## src/design/ssr_cfg.svh

```systemverilog
// Bit positions, reset values and widths for the status summary block
`ifndef SSR_CFG_SVH
`define SSR_CFG_SVH

`define SSR_POS_IDLE        3'd7
`define SSR_POS_REQ         3'd6
`define SSR_POS_EVSUM       3'd5
`define SSR_POS_OUTPEND     3'd4
`define SSR_POS_ERRPEND     3'd3
`define SSR_POS_CHGSUM      3'd2
`define SSR_POS_MALFORMED   3'd5

`define SSR_SRC_LO          2
`define SSR_SRC_HI          5

`define SSR_REQ_MASK_RESET  8'h00
`define SSR_EVT_MASK_RESET  8'h00
`define SSR_EVT_LATCH_RESET 8'h00
`define SSR_REQ_MASK_USED   8'h3c
`define SSR_ZERO_BYTE       8'h00

`endif

```

## src/design/ssr_pkg.sv

```systemverilog
// Types and shared decode for the status summary block
package ssr_pkg;

    typedef logic [7:0]  ssr_byte_t;
    typedef logic [15:0] ssr_word_t;

    typedef enum logic [2:0] {
        SSR_Q_NONE    = 3'b000,
        SSR_Q_POLL    = 3'b001,
        SSR_Q_STATUS  = 3'b010,
        SSR_Q_LATCH   = 3'b011,
        SSR_Q_EVMASK  = 3'b100,
        SSR_Q_RQMASK  = 3'b101,
        SSR_Q_STATE   = 3'b110
    } ssr_query_t;

    // Summary of a flag vector gated by its enable vector
    function automatic logic ssr_any_enabled(input ssr_word_t flags, input ssr_word_t enables);
        return |(flags & enables);
    endfunction

endpackage

```

## src/design/ssr_evt_if.sv

```systemverilog
// Signals between the status top and its event latch
`timescale 1ns/1ps
interface ssr_evt_if;
    import ssr_pkg::*;
    ssr_byte_t eventSet;
    logic      clearLatch;
    logic      maskWrite;
    ssr_byte_t maskData;
    ssr_byte_t latch;
    ssr_byte_t mask;
    logic      summary;

    modport owner (
        output eventSet,
        output clearLatch,
        output maskWrite,
        output maskData,
        input  latch,
        input  mask,
        input  summary
    );
    modport keeper (
        input  eventSet,
        input  clearLatch,
        input  maskWrite,
        input  maskData,
        output latch,
        output mask,
        output summary
    );
endinterface

```

## src/design/ssr_event_latch.sv

```systemverilog
// Sticky event latch with its enable mask and summary
`timescale 1ns/1ps
`include "ssr_cfg.svh"
module ssr_event_latch (
    input wire logic core_clk,
    input wire logic srst,
    ssr_evt_if.keeper evt
);
    import ssr_pkg::*;

    ssr_byte_t latch;
    ssr_byte_t mask;

    // Set wins over clear so an event in the clearing cycle survives
    always_ff @(posedge core_clk) begin
        if (srst) begin
            latch <= `SSR_EVT_LATCH_RESET;
        end else if (evt.clearLatch) begin
            latch <= evt.eventSet;
        end else begin
            latch <= latch | evt.eventSet;
        end
    end

    // Reading the mask has no side effect; only a write changes it
    always_ff @(posedge core_clk) begin
        if (srst) begin
            mask <= `SSR_EVT_MASK_RESET;
        end else if (evt.maskWrite) begin
            mask <= evt.maskData;
        end
    end

    assign evt.latch   = latch;
    assign evt.mask    = mask;
    assign evt.summary = ssr_any_enabled({8'h00, latch}, {8'h00, mask});

    AST_LATCH_STICKY: assert property (@(posedge core_clk) disable iff (srst)
        !evt.clearLatch |=> ((latch & $past(latch)) == $past(latch)))
        else $error("Event latch bit dropped without a clear");

    AST_LATCH_CLEAR_KEEPS_SET: assert property (@(posedge core_clk) disable iff (srst)
        evt.clearLatch |=> (latch == $past(evt.eventSet)))
        else $error("Clear of event latch lost or kept wrong bits");

    AST_MASK_HOLDS: assert property (@(posedge core_clk) disable iff (srst)
        !evt.maskWrite |=> $stable(mask))
        else $error("Event mask changed without a write");

    AST_MASK_MASKED_BIT_RECORDS: assert property (@(posedge core_clk) disable iff (srst)
        (evt.eventSet != 8'h00 && !evt.clearLatch) |=> ((latch & $past(evt.eventSet)) == $past(evt.eventSet)))
        else $error("Event not recorded in latch");

endmodule // ssr_event_latch

```

## src/design/ssr_status_top.sv

```systemverilog
// Status summary byte, request mask and service request generation
//
// Behaviour
// - Reading the event latch returns it, then clears every bit except those set by an event in the same cycle.
// - Reading the event mask leaves it unchanged.
// - Latch and mask reads return an 8-bit value in bits 0 through 7, upper byte reads zero.
// - Summary bit 7 is 1 while the remote interface waits for input.
// - Service request flag sets when an enabled source bit rises 0 to 1.
// - SRQ line is driven asserted while the service request flag is 1.
// - Master summary is OR of enabled sources; status query returns it in bit 6.
// - Bit 5 is 1 when any enabled event latch bit is 1.
// - Bit 4 is 1 while the output buffer holds unread data.
// - Bit 3 is 1 while an error waits in the error queue.
// - Bit 2 is 1 when any enabled state change latch bit is 1.
// - A zero mask bit hides a latch bit from the summary, still recorded.
// - Event latch bit 5 sets on a malformed command.
// - Instrument state word is read only, upper byte reads zero.
// - Controller may write the event mask anytime; it reads back.
// - Serial poll, clear status or master summary falling clears SRQ and flag.
// - Event latch bits stay set until read, device clear, reset or clear status.
// - Request mask clears to zero at power-up.
// - Summary bits 1 and 0 always read 0.
`timescale 1ns/1ps
`include "ssr_cfg.svh"
module ssr_status_top #(
    parameter int EVENT_WIDTH = 8
) (
    input  wire logic              core_clk,
    input  wire logic              srst,
    // Remote command strobes, one cycle each, from the command parser
    input  wire logic              qEventLatch,
    input  wire logic              qEventMask,
    input  wire logic              qRequestMask,
    input  wire logic              qStatusByte,
    input  wire logic              qStateWord,
    input  wire logic              serialPoll,
    input  wire logic              wEventMask,
    input  wire logic              wRequestMask,
    input  wire ssr_pkg::ssr_word_t wData,
    input  wire logic              clearStatus,
    input  wire logic              deviceClear,
    input  wire logic              resetCmd,
    // Instrument conditions, from logic on core_clk
    input  wire logic [EVENT_WIDTH-1:0] eventIn,
    input  wire logic              malformedCmd,
    input  wire logic              remoteIdle,
    input  wire logic              outputPending,
    input  wire logic              errorPending,
    input  wire ssr_pkg::ssr_word_t stateChangeLatch,
    input  wire ssr_pkg::ssr_word_t stateChangeMask,
    input  wire ssr_pkg::ssr_byte_t instrumentState,
    // Answers
    output ssr_pkg::ssr_word_t     respData,
    output logic                   respValid,
    output logic                   serviceRequest,
    output logic                   masterSummary,
    output logic                   srqO,
    output logic                   srqOe
);
    import ssr_pkg::*;

    ssr_evt_if evt ();

    ssr_event_latch u_latch (
        .core_clk (core_clk),
        .srst     (srst),
        .evt      (evt)
    );

    ssr_byte_t  requestMask;
    ssr_byte_t  sources;
    ssr_byte_t  gated;
    ssr_byte_t  prevGated;
    ssr_byte_t  pollByte;
    ssr_byte_t  statusByte;
    logic [`SSR_SRC_HI:`SSR_SRC_LO] rise;
    logic       anyRise;
    logic       next_serviceRequest;
    ssr_query_t query;
    ssr_byte_t  eventSet;

    // Events from the instrument plus the malformed command flag
    always_comb begin
        eventSet = ssr_byte_t'(eventIn);
        eventSet[`SSR_POS_MALFORMED] = eventSet[`SSR_POS_MALFORMED] | malformedCmd;
    end

    assign evt.eventSet   = eventSet;
    // A latch read clears it only when that read is the one being served
    assign evt.clearLatch = (query == SSR_Q_LATCH) | clearStatus | deviceClear | resetCmd;
    assign evt.maskWrite  = wEventMask;
    assign evt.maskData   = wData[7:0];

    // Summary sources; idle sits in bit 7 but never requests service
    always_comb begin
        sources = `SSR_ZERO_BYTE;
        sources[`SSR_POS_IDLE]    = remoteIdle;
        sources[`SSR_POS_EVSUM]   = evt.summary;
        sources[`SSR_POS_OUTPEND] = outputPending;
        sources[`SSR_POS_ERRPEND] = errorPending;
        sources[`SSR_POS_CHGSUM]  = ssr_any_enabled(stateChangeLatch, stateChangeMask);
    end

    assign gated         = sources & requestMask;
    assign masterSummary = |gated[`SSR_SRC_HI:`SSR_SRC_LO];

    always_ff @(posedge core_clk) begin
        if (srst) begin
            requestMask <= `SSR_REQ_MASK_RESET;
        end else if (wRequestMask) begin
            // Only the four source positions can request service
            requestMask <= wData[7:0] & `SSR_REQ_MASK_USED;
        end
    end

    always_ff @(posedge core_clk) begin
        if (srst) begin
            prevGated <= `SSR_ZERO_BYTE;
        end else begin
            prevGated <= gated;
        end
    end

    genvar gi;
    generate
        for (gi = `SSR_SRC_LO; gi <= `SSR_SRC_HI; gi++) begin : g_rise
            assign rise[gi] = gated[gi] & ~prevGated[gi];
        end
    endgenerate
    assign anyRise = |rise;

    // A rise in the same cycle as a poll or clear wins, so no request is lost
    always_comb begin
        next_serviceRequest = serviceRequest;
        if (serialPoll || clearStatus || !masterSummary) begin
            next_serviceRequest = 1'b0;
        end
        if (anyRise) begin
            next_serviceRequest = 1'b1;
        end
    end

    always_ff @(posedge core_clk) begin
        if (srst) begin
            serviceRequest <= 1'b0;
        end else begin
            serviceRequest <= next_serviceRequest;
        end
    end

    // Open-drain SRQ: pull low while requesting, release otherwise
    assign srqO  = 1'b0;
    assign srqOe = serviceRequest;

    // Poll answers carry the request flag, the status query the summary
    always_comb begin
        pollByte = sources;
        pollByte[`SSR_POS_REQ] = serviceRequest;
        pollByte[1:0] = 2'b00;
        statusByte = sources;
        statusByte[`SSR_POS_REQ] = masterSummary;
        statusByte[1:0] = 2'b00;
    end

    // One query is served per cycle; the parser issues them singly
    always_comb begin
        if (serialPoll) begin
            query = SSR_Q_POLL;
        end else if (qStatusByte) begin
            query = SSR_Q_STATUS;
        end else if (qEventLatch) begin
            query = SSR_Q_LATCH;
        end else if (qEventMask) begin
            query = SSR_Q_EVMASK;
        end else if (qRequestMask) begin
            query = SSR_Q_RQMASK;
        end else if (qStateWord) begin
            query = SSR_Q_STATE;
        end else begin
            query = SSR_Q_NONE;
        end
    end

    // The answer is binary; the text formatter turns it into decimal
    always_ff @(posedge core_clk) begin
        if (srst) begin
            respData <= 16'h0000;
        end else begin
            unique case (query)
                SSR_Q_NONE:   respData <= respData;
                SSR_Q_POLL:   respData <= {8'h00, pollByte};
                SSR_Q_STATUS: respData <= {8'h00, statusByte};
                SSR_Q_LATCH:  respData <= {8'h00, evt.latch};
                SSR_Q_EVMASK: respData <= {8'h00, evt.mask};
                SSR_Q_RQMASK: respData <= {8'h00, requestMask};
                SSR_Q_STATE:  respData <= {8'h00, instrumentState};
            endcase
        end
    end

    always_ff @(posedge core_clk) begin
        if (srst) begin
            respValid <= 1'b0;
        end else begin
            respValid <= (query != SSR_Q_NONE);
        end
    end

    AST_REQ_SETS_ON_RISE: assert property (@(posedge core_clk) disable iff (srst)
        anyRise |=> serviceRequest)
        else $error("Enabled source rise did not set service request");

    AST_SRQ_FOLLOWS_FLAG: assert property (@(posedge core_clk) disable iff (srst)
        (srqOe == serviceRequest) && (srqO == 1'b0))
        else $error("SRQ drive does not follow service request flag");

    AST_SUMMARY_STATUS_BIT: assert property (@(posedge core_clk) disable iff (srst)
        (query == SSR_Q_STATUS) |=> (respData[6] == $past(masterSummary) && respValid))
        else $error("Status query did not return master summary");

    AST_REQ_CLEARS: assert property (@(posedge core_clk) disable iff (srst)
        ((serialPoll || clearStatus || !masterSummary) && !anyRise) |=> !serviceRequest)
        else $error("Service request not cleared");

    AST_LATCH_READ_CLEARS: assert property (@(posedge core_clk) disable iff (srst)
        (query == SSR_Q_LATCH && eventSet == 8'h00) |=>
            (respData == {8'h00, $past(evt.latch)}) ##0 (evt.latch == 8'h00))
        else $error("Event latch read returned wrong value or did not clear");

    AST_EVSUM_BIT: assert property (@(posedge core_clk) disable iff (srst)
        sources[5] == |(evt.latch & evt.mask))
        else $error("Event summary bit mismatch");

    AST_MALFORMED_SETS: assert property (@(posedge core_clk) disable iff (srst)
        malformedCmd |=> evt.latch[5])
        else $error("Malformed command did not set latch bit 5");

    AST_STATE_UPPER_ZERO: assert property (@(posedge core_clk) disable iff (srst)
        (query == SSR_Q_STATE) |=> (respData[15:8] == 8'h00 && respData[7:0] == $past(instrumentState)))
        else $error("State word answer wrong");

    AST_LOW_BITS_ZERO: assert property (@(posedge core_clk) disable iff (srst)
        (query == SSR_Q_POLL || query == SSR_Q_STATUS) |=> (respData[1:0] == 2'b00))
        else $error("Summary bits 1 and 0 not zero");

    AST_MASK_READBACK: assert property (@(posedge core_clk) disable iff (srst)
        (wEventMask && !serialPoll && !qStatusByte && !qEventLatch) ##1 (query == SSR_Q_EVMASK && !wEventMask)
            |=> (respData[7:0] == $past(evt.maskData, 2)))
        else $error("Event mask did not read back written value");

    AST_MASK_RESET: assert property (@(posedge core_clk)
        $past(srst) |-> (requestMask == 8'h00))
        else $error("Request mask not cleared by reset");

    AST_IDLE_BIT: assert property (@(posedge core_clk) disable iff (srst)
        (query == SSR_Q_POLL) |=> (respData[7] == $past(remoteIdle)))
        else $error("Remote idle bit wrong in poll answer");

    AST_POLL_REQ_BIT: assert property (@(posedge core_clk) disable iff (srst)
        (query == SSR_Q_POLL) |=> (respData[6] == $past(serviceRequest)))
        else $error("Poll answer bit 6 is not the service request flag");

    AST_OUTPEND_BIT: assert property (@(posedge core_clk) disable iff (srst)
        (query == SSR_Q_POLL) |=> (respData[4] == $past(outputPending)))
        else $error("Output pending bit wrong in poll answer");

    AST_ERRPEND_BIT: assert property (@(posedge core_clk) disable iff (srst)
        (query == SSR_Q_POLL) |=> (respData[3] == $past(errorPending)))
        else $error("Error pending bit wrong in poll answer");

    AST_CHGSUM_BIT: assert property (@(posedge core_clk) disable iff (srst)
        sources[2] == |(stateChangeLatch & stateChangeMask))
        else $error("State change summary bit mismatch");

    AST_EVMASK_READ: assert property (@(posedge core_clk) disable iff (srst)
        (query == SSR_Q_EVMASK && !wEventMask) |=> ((respData == {8'h00, $past(evt.mask)}) && $stable(evt.mask)))
        else $error("Event mask read returned wrong value or changed it");

    AST_READ_UPPER_ZERO: assert property (@(posedge core_clk) disable iff (srst)
        (query == SSR_Q_LATCH || query == SSR_Q_EVMASK) |=> (respData[15:8] == 8'h00))
        else $error("Latch or mask answer has upper bits set");

    AST_RESP_VALID: assert property (@(posedge core_clk) disable iff (srst)
        (query != SSR_Q_NONE) |=> respValid)
        else $error("Served query gave no answer strobe");

    AST_RESP_IDLE: assert property (@(posedge core_clk) disable iff (srst)
        (query == SSR_Q_NONE) |=> !respValid)
        else $error("Answer strobe without a query");

    COV_STATUS_WITH_SUMMARY: cover property (@(posedge core_clk) disable iff (srst)
        (query == SSR_Q_STATUS) && masterSummary);

    COV_POLL_WITH_REQUEST: cover property (@(posedge core_clk) disable iff (srst)
        serviceRequest && serialPoll);

    COV_EVENT_DURING_CLEAR: cover property (@(posedge core_clk) disable iff (srst)
        (query == SSR_Q_LATCH) && (eventSet != 8'h00));

    COV_SUMMARY_FALLS: cover property (@(posedge core_clk) disable iff (srst)
        serviceRequest ##1 !masterSummary);

endmodule // ssr_status_top

```

## config.mk

```make
export PLATFORM = sky130hd
export DESIGN_NAME = ssr_status_top
export DESIGN_NICKNAME = d
export VERILOG_FILES = /design/src/design/ssr_pkg.sv /design/src/design/ssr_evt_if.sv /design/src/design/ssr_event_latch.sv /design/src/design/ssr_status_top.sv
export VERILOG_INCLUDE_DIRS = /design/src /design/src/design
export SDC_FILE = /design/constraint.sdc
export NUM_CORES = 1
export LEC_CHECK = 0
export BUFFER_PORTS_ARGS = -buffer_cell sky130_fd_sc_hd__buf_4
export CAP_MARGIN = 5
export CORE_MARGIN = 5
export CORE_UTILIZATION = 48
export CTS_BUF_LIST = sky130_fd_sc_hd__clkbuf_8
export CTS_CLUSTER_SIZE = 10
export DETAILED_ROUTE_END_ITERATION = 16
export PLACE_DENSITY = 0.95
export SYNTH_ARGS = -nofsm -noshare
export SYNTH_HDL_FRONTEND = slang
export SYNTH_SLANG_ARGS = --single-unit
```

## constraint.sdc

```tcl
create_clock -name core_clk -period 3.6 [get_ports core_clk]
set_clock_uncertainty 0.15 [all_clocks]
set_input_delay 0.54 -clock core_clk [delete_from_list [all_inputs] [get_ports core_clk]]
set_output_delay 0.54 -clock core_clk [all_outputs]
set_load 0.02 [all_outputs]
```

==> reports/results.ini <==
[status]
status=complete, no violations

[critical_path]
cp.required_ns=2.91
reg2reg_setup_slack_ns=1.69
path_class=register to output port
r2r_cells=5
max_stage_delay_ns=0.51
worst_setup_path_end_kind=output port
r2r-end=respData[6]
slowest_stage=o41ai_2
cp-endpoint=masterSummary
worstPathMaxFanout=3
arrival_ns=2.02
startpoint_type=register
cp_cell_sequence=a22o_1 -> o41ai_2 -> nand3_1 -> a21oi_1 -> inv_1 -> buf_4
timing.rr.start=u_latch.evt.latch[3]
cp-startpoint=u_latch.evt.latch[3]

[final_layout]
final_nets=352
area_delta_synth_final_pct=40.8
ff_latch_area_um2=681
final_common_cell=buf_4
fillers=259
multi_input_area_um2=885
drive_above_1_share_pct=36.7
final_area_um2=2340
mostFrequentLayoutCells=buf_4 (84), dfxtp_1 (34), nor2_1 (29)
antenna_cells=0

[sta]
max_freq_ghz=0.368
finalSetupTns_ns=0
setup_viol=0
finalCritPeriodShare_pct=75.4
hold_viol_final=0
tightest_slew_ns=0.746
grt_setup_unrepaired=no
maxSlewHeadroom_pct=50.1
post-route-min-period_ns=2.71
drv_slew=0

[global_routing]
grt.overflow.total=0
grt_pass1_wl_um=6870
first_global_vias=1518
grt_antenna_before_repair=0
grt_max_degree=37
track_usage_pct=19.7

[synth]
ys_seq_area_share_pct=40.9
avgSynthCellArea_um2=8.67
synth_flop_cell=dfxtp_1
syn_inst=192
synthTopCellsByArea=dfxtp_1 (41%), mux2i_1 (7.2%), nor2_1 (6.5%)
yosysTopAreaCellShare_pct=40.9
async_flop_share_pct=0
synth_area_um2=1660
synth_top_area_cell=dfxtp_1
ys_types=36
synth_warnings=0
synth-edff-count=0
ys_ff_latch=34

[placement]
placed_cell_area_um2=2260
post-dp-hpwl_um=3620
gp_congestion=0.813
numPortBuffers=84

[cts]
path_clk_slew_ns=0.06
root_buffer=clkbuf_8
numCtsBuffers=5
cts_hold_buf=0
clk-insertion-delay-late_ns=0.27
cts_resized=0
clk_path_buf_depth=2
post_cts_buffers=0
cts_tree=built
htree_num_levels=2
cts_sinks=34

[floorplan]
core_um2=3340
num_rows=21
dieArea_um2=4740
top_level_ports=102
fp.dieW_um=68.9
die_h_um=68.9
start_util_pct=49.9

[min_path]
hold_path_class=register to register

[run]
cap_violations=0

[routing]
wirelength_um=4530
post_drt_wl_per_cell_um=14.3
dr.max_layer_used=met4
final_antenna_net_count=0
routed-wl-met3_um=404
drt_iter0_drc=118
drc=0
met1_length_um=1900
dr.pass1.iters=4
via_per_inst=5.31
dr_wl_met2_um=2220
num_vias=1679

[pwr]
ir_drop_uv=251
p_leak_nw=1.07
power.density_nw_per_um2=365

Yosys cell counts, types with 2 or more instances:
cell type / instances
dfxtp_1: 34
nor2_1: 29
nand2_1: 27
a21oi_1: 12
mux2i_1: 12
buf_4: 10
o21ai_0: 10
a22o_1: 9
clkbuf_1: 8
a22oi_1: 6
a221oi_1: 5
a222oi_1: 2
a311oi_1: 2
a31oi_1: 2
inv_1: 2
o22ai_1: 2
through the flow:
| step | hold WS [ns] | std cells | power (mW) | utilization, % | worst slack, ns |
|---|---|---|---|---|---|
| after floorplan | 0.295 | 200 | 0.515 | - | 1.41 |
| after detailed placement | 0.296 | 310 | 0.598 | 67.8 | 1.04 |
| after global routing | 0.298 | 316 | 0.900 | 70.2 | 0.717 |
| final | 0.307 | 316 | 0.856 | 70.2 | 0.886 |
| after global placement | 0.291 | 310 | 0.593 | 67.8 | 1.03 |
| after CTS | 0.305 | 316 | 0.862 | 70.2 | 0.910 |
routing by layer:
layer / global-route usage (%) / vias to the layer above
met5: 0 / -
met4: 6.81 / 0
met3: 6.65 / 2
met2: 32.5 / 67
met1: 23.8 / 781
li1: - / 829
worst min-delay path by stage:
stage,slack (ns),from,cells after the start,end
finish,0.31,respData[0],2,respData[0]
global route,0.30,eventIn[4],3,u_latch.evt.latch[4]
detailed placement,0.30,respData[0],2,respData[0]
CTS,0.31,respData[0],2,respData[0]
global placement,0.29,respData[0],2,respData[0]
floorplan,0.30,requestMask[5],2,prevGated[5]
power breakdown:
| part | internal [mW] | switching, mW |
|---|---|---|
| clock | 0.147 | 0.118 |
| combinational | 0.0934 | 0.0823 |
| sequential | 0.398 | 0.0168 |
| total | 0.639 | 0.217 |
worst max-delay path, delay by kind of cell, from the launching register on:
| family | cells | cell delay [ns] |
|---|---|---|
| AOI/OAI and AO/OA | 3 | 1.05 |
| DFF | 1 | 0.32 |
| buffers and inverters | 2 | 0.24 |
| and+or+nand+nor | 1 | 0.14 |
state kept, by name, indices dropped and copies added, names as in the netlist:
| register | cells |
|---|---|
| requestMask | 4 |
| respValid | 1 |
| u_latch.evt.mask | 8 |
| u_latch.evt.latch | 8 |
| serviceRequest | 1 |
| prevGated | 4 |
| respData | 8 |
logic make-up after synthesis:
group	count (synthesis)	share of synthesized area, %
other	1	0.225
AOI/OAI and AO/OA	55	25.0
muxes	12	7.22
and+or+nand+nor	68	18.9
DFF	34	40.9
buffers and inverters	22	7.74
area by class of cell:
class | instances | share of cell area [%]
timing repair buffer | 84 | 26.9
inverter | 2 | 0.320
multi-input combinational | 144 | 37.7
clock buffer | 6 | 3.52
tap | 46 | 2.46
sequential | 34 | 29.0
(Power assumes the default switching activity.)
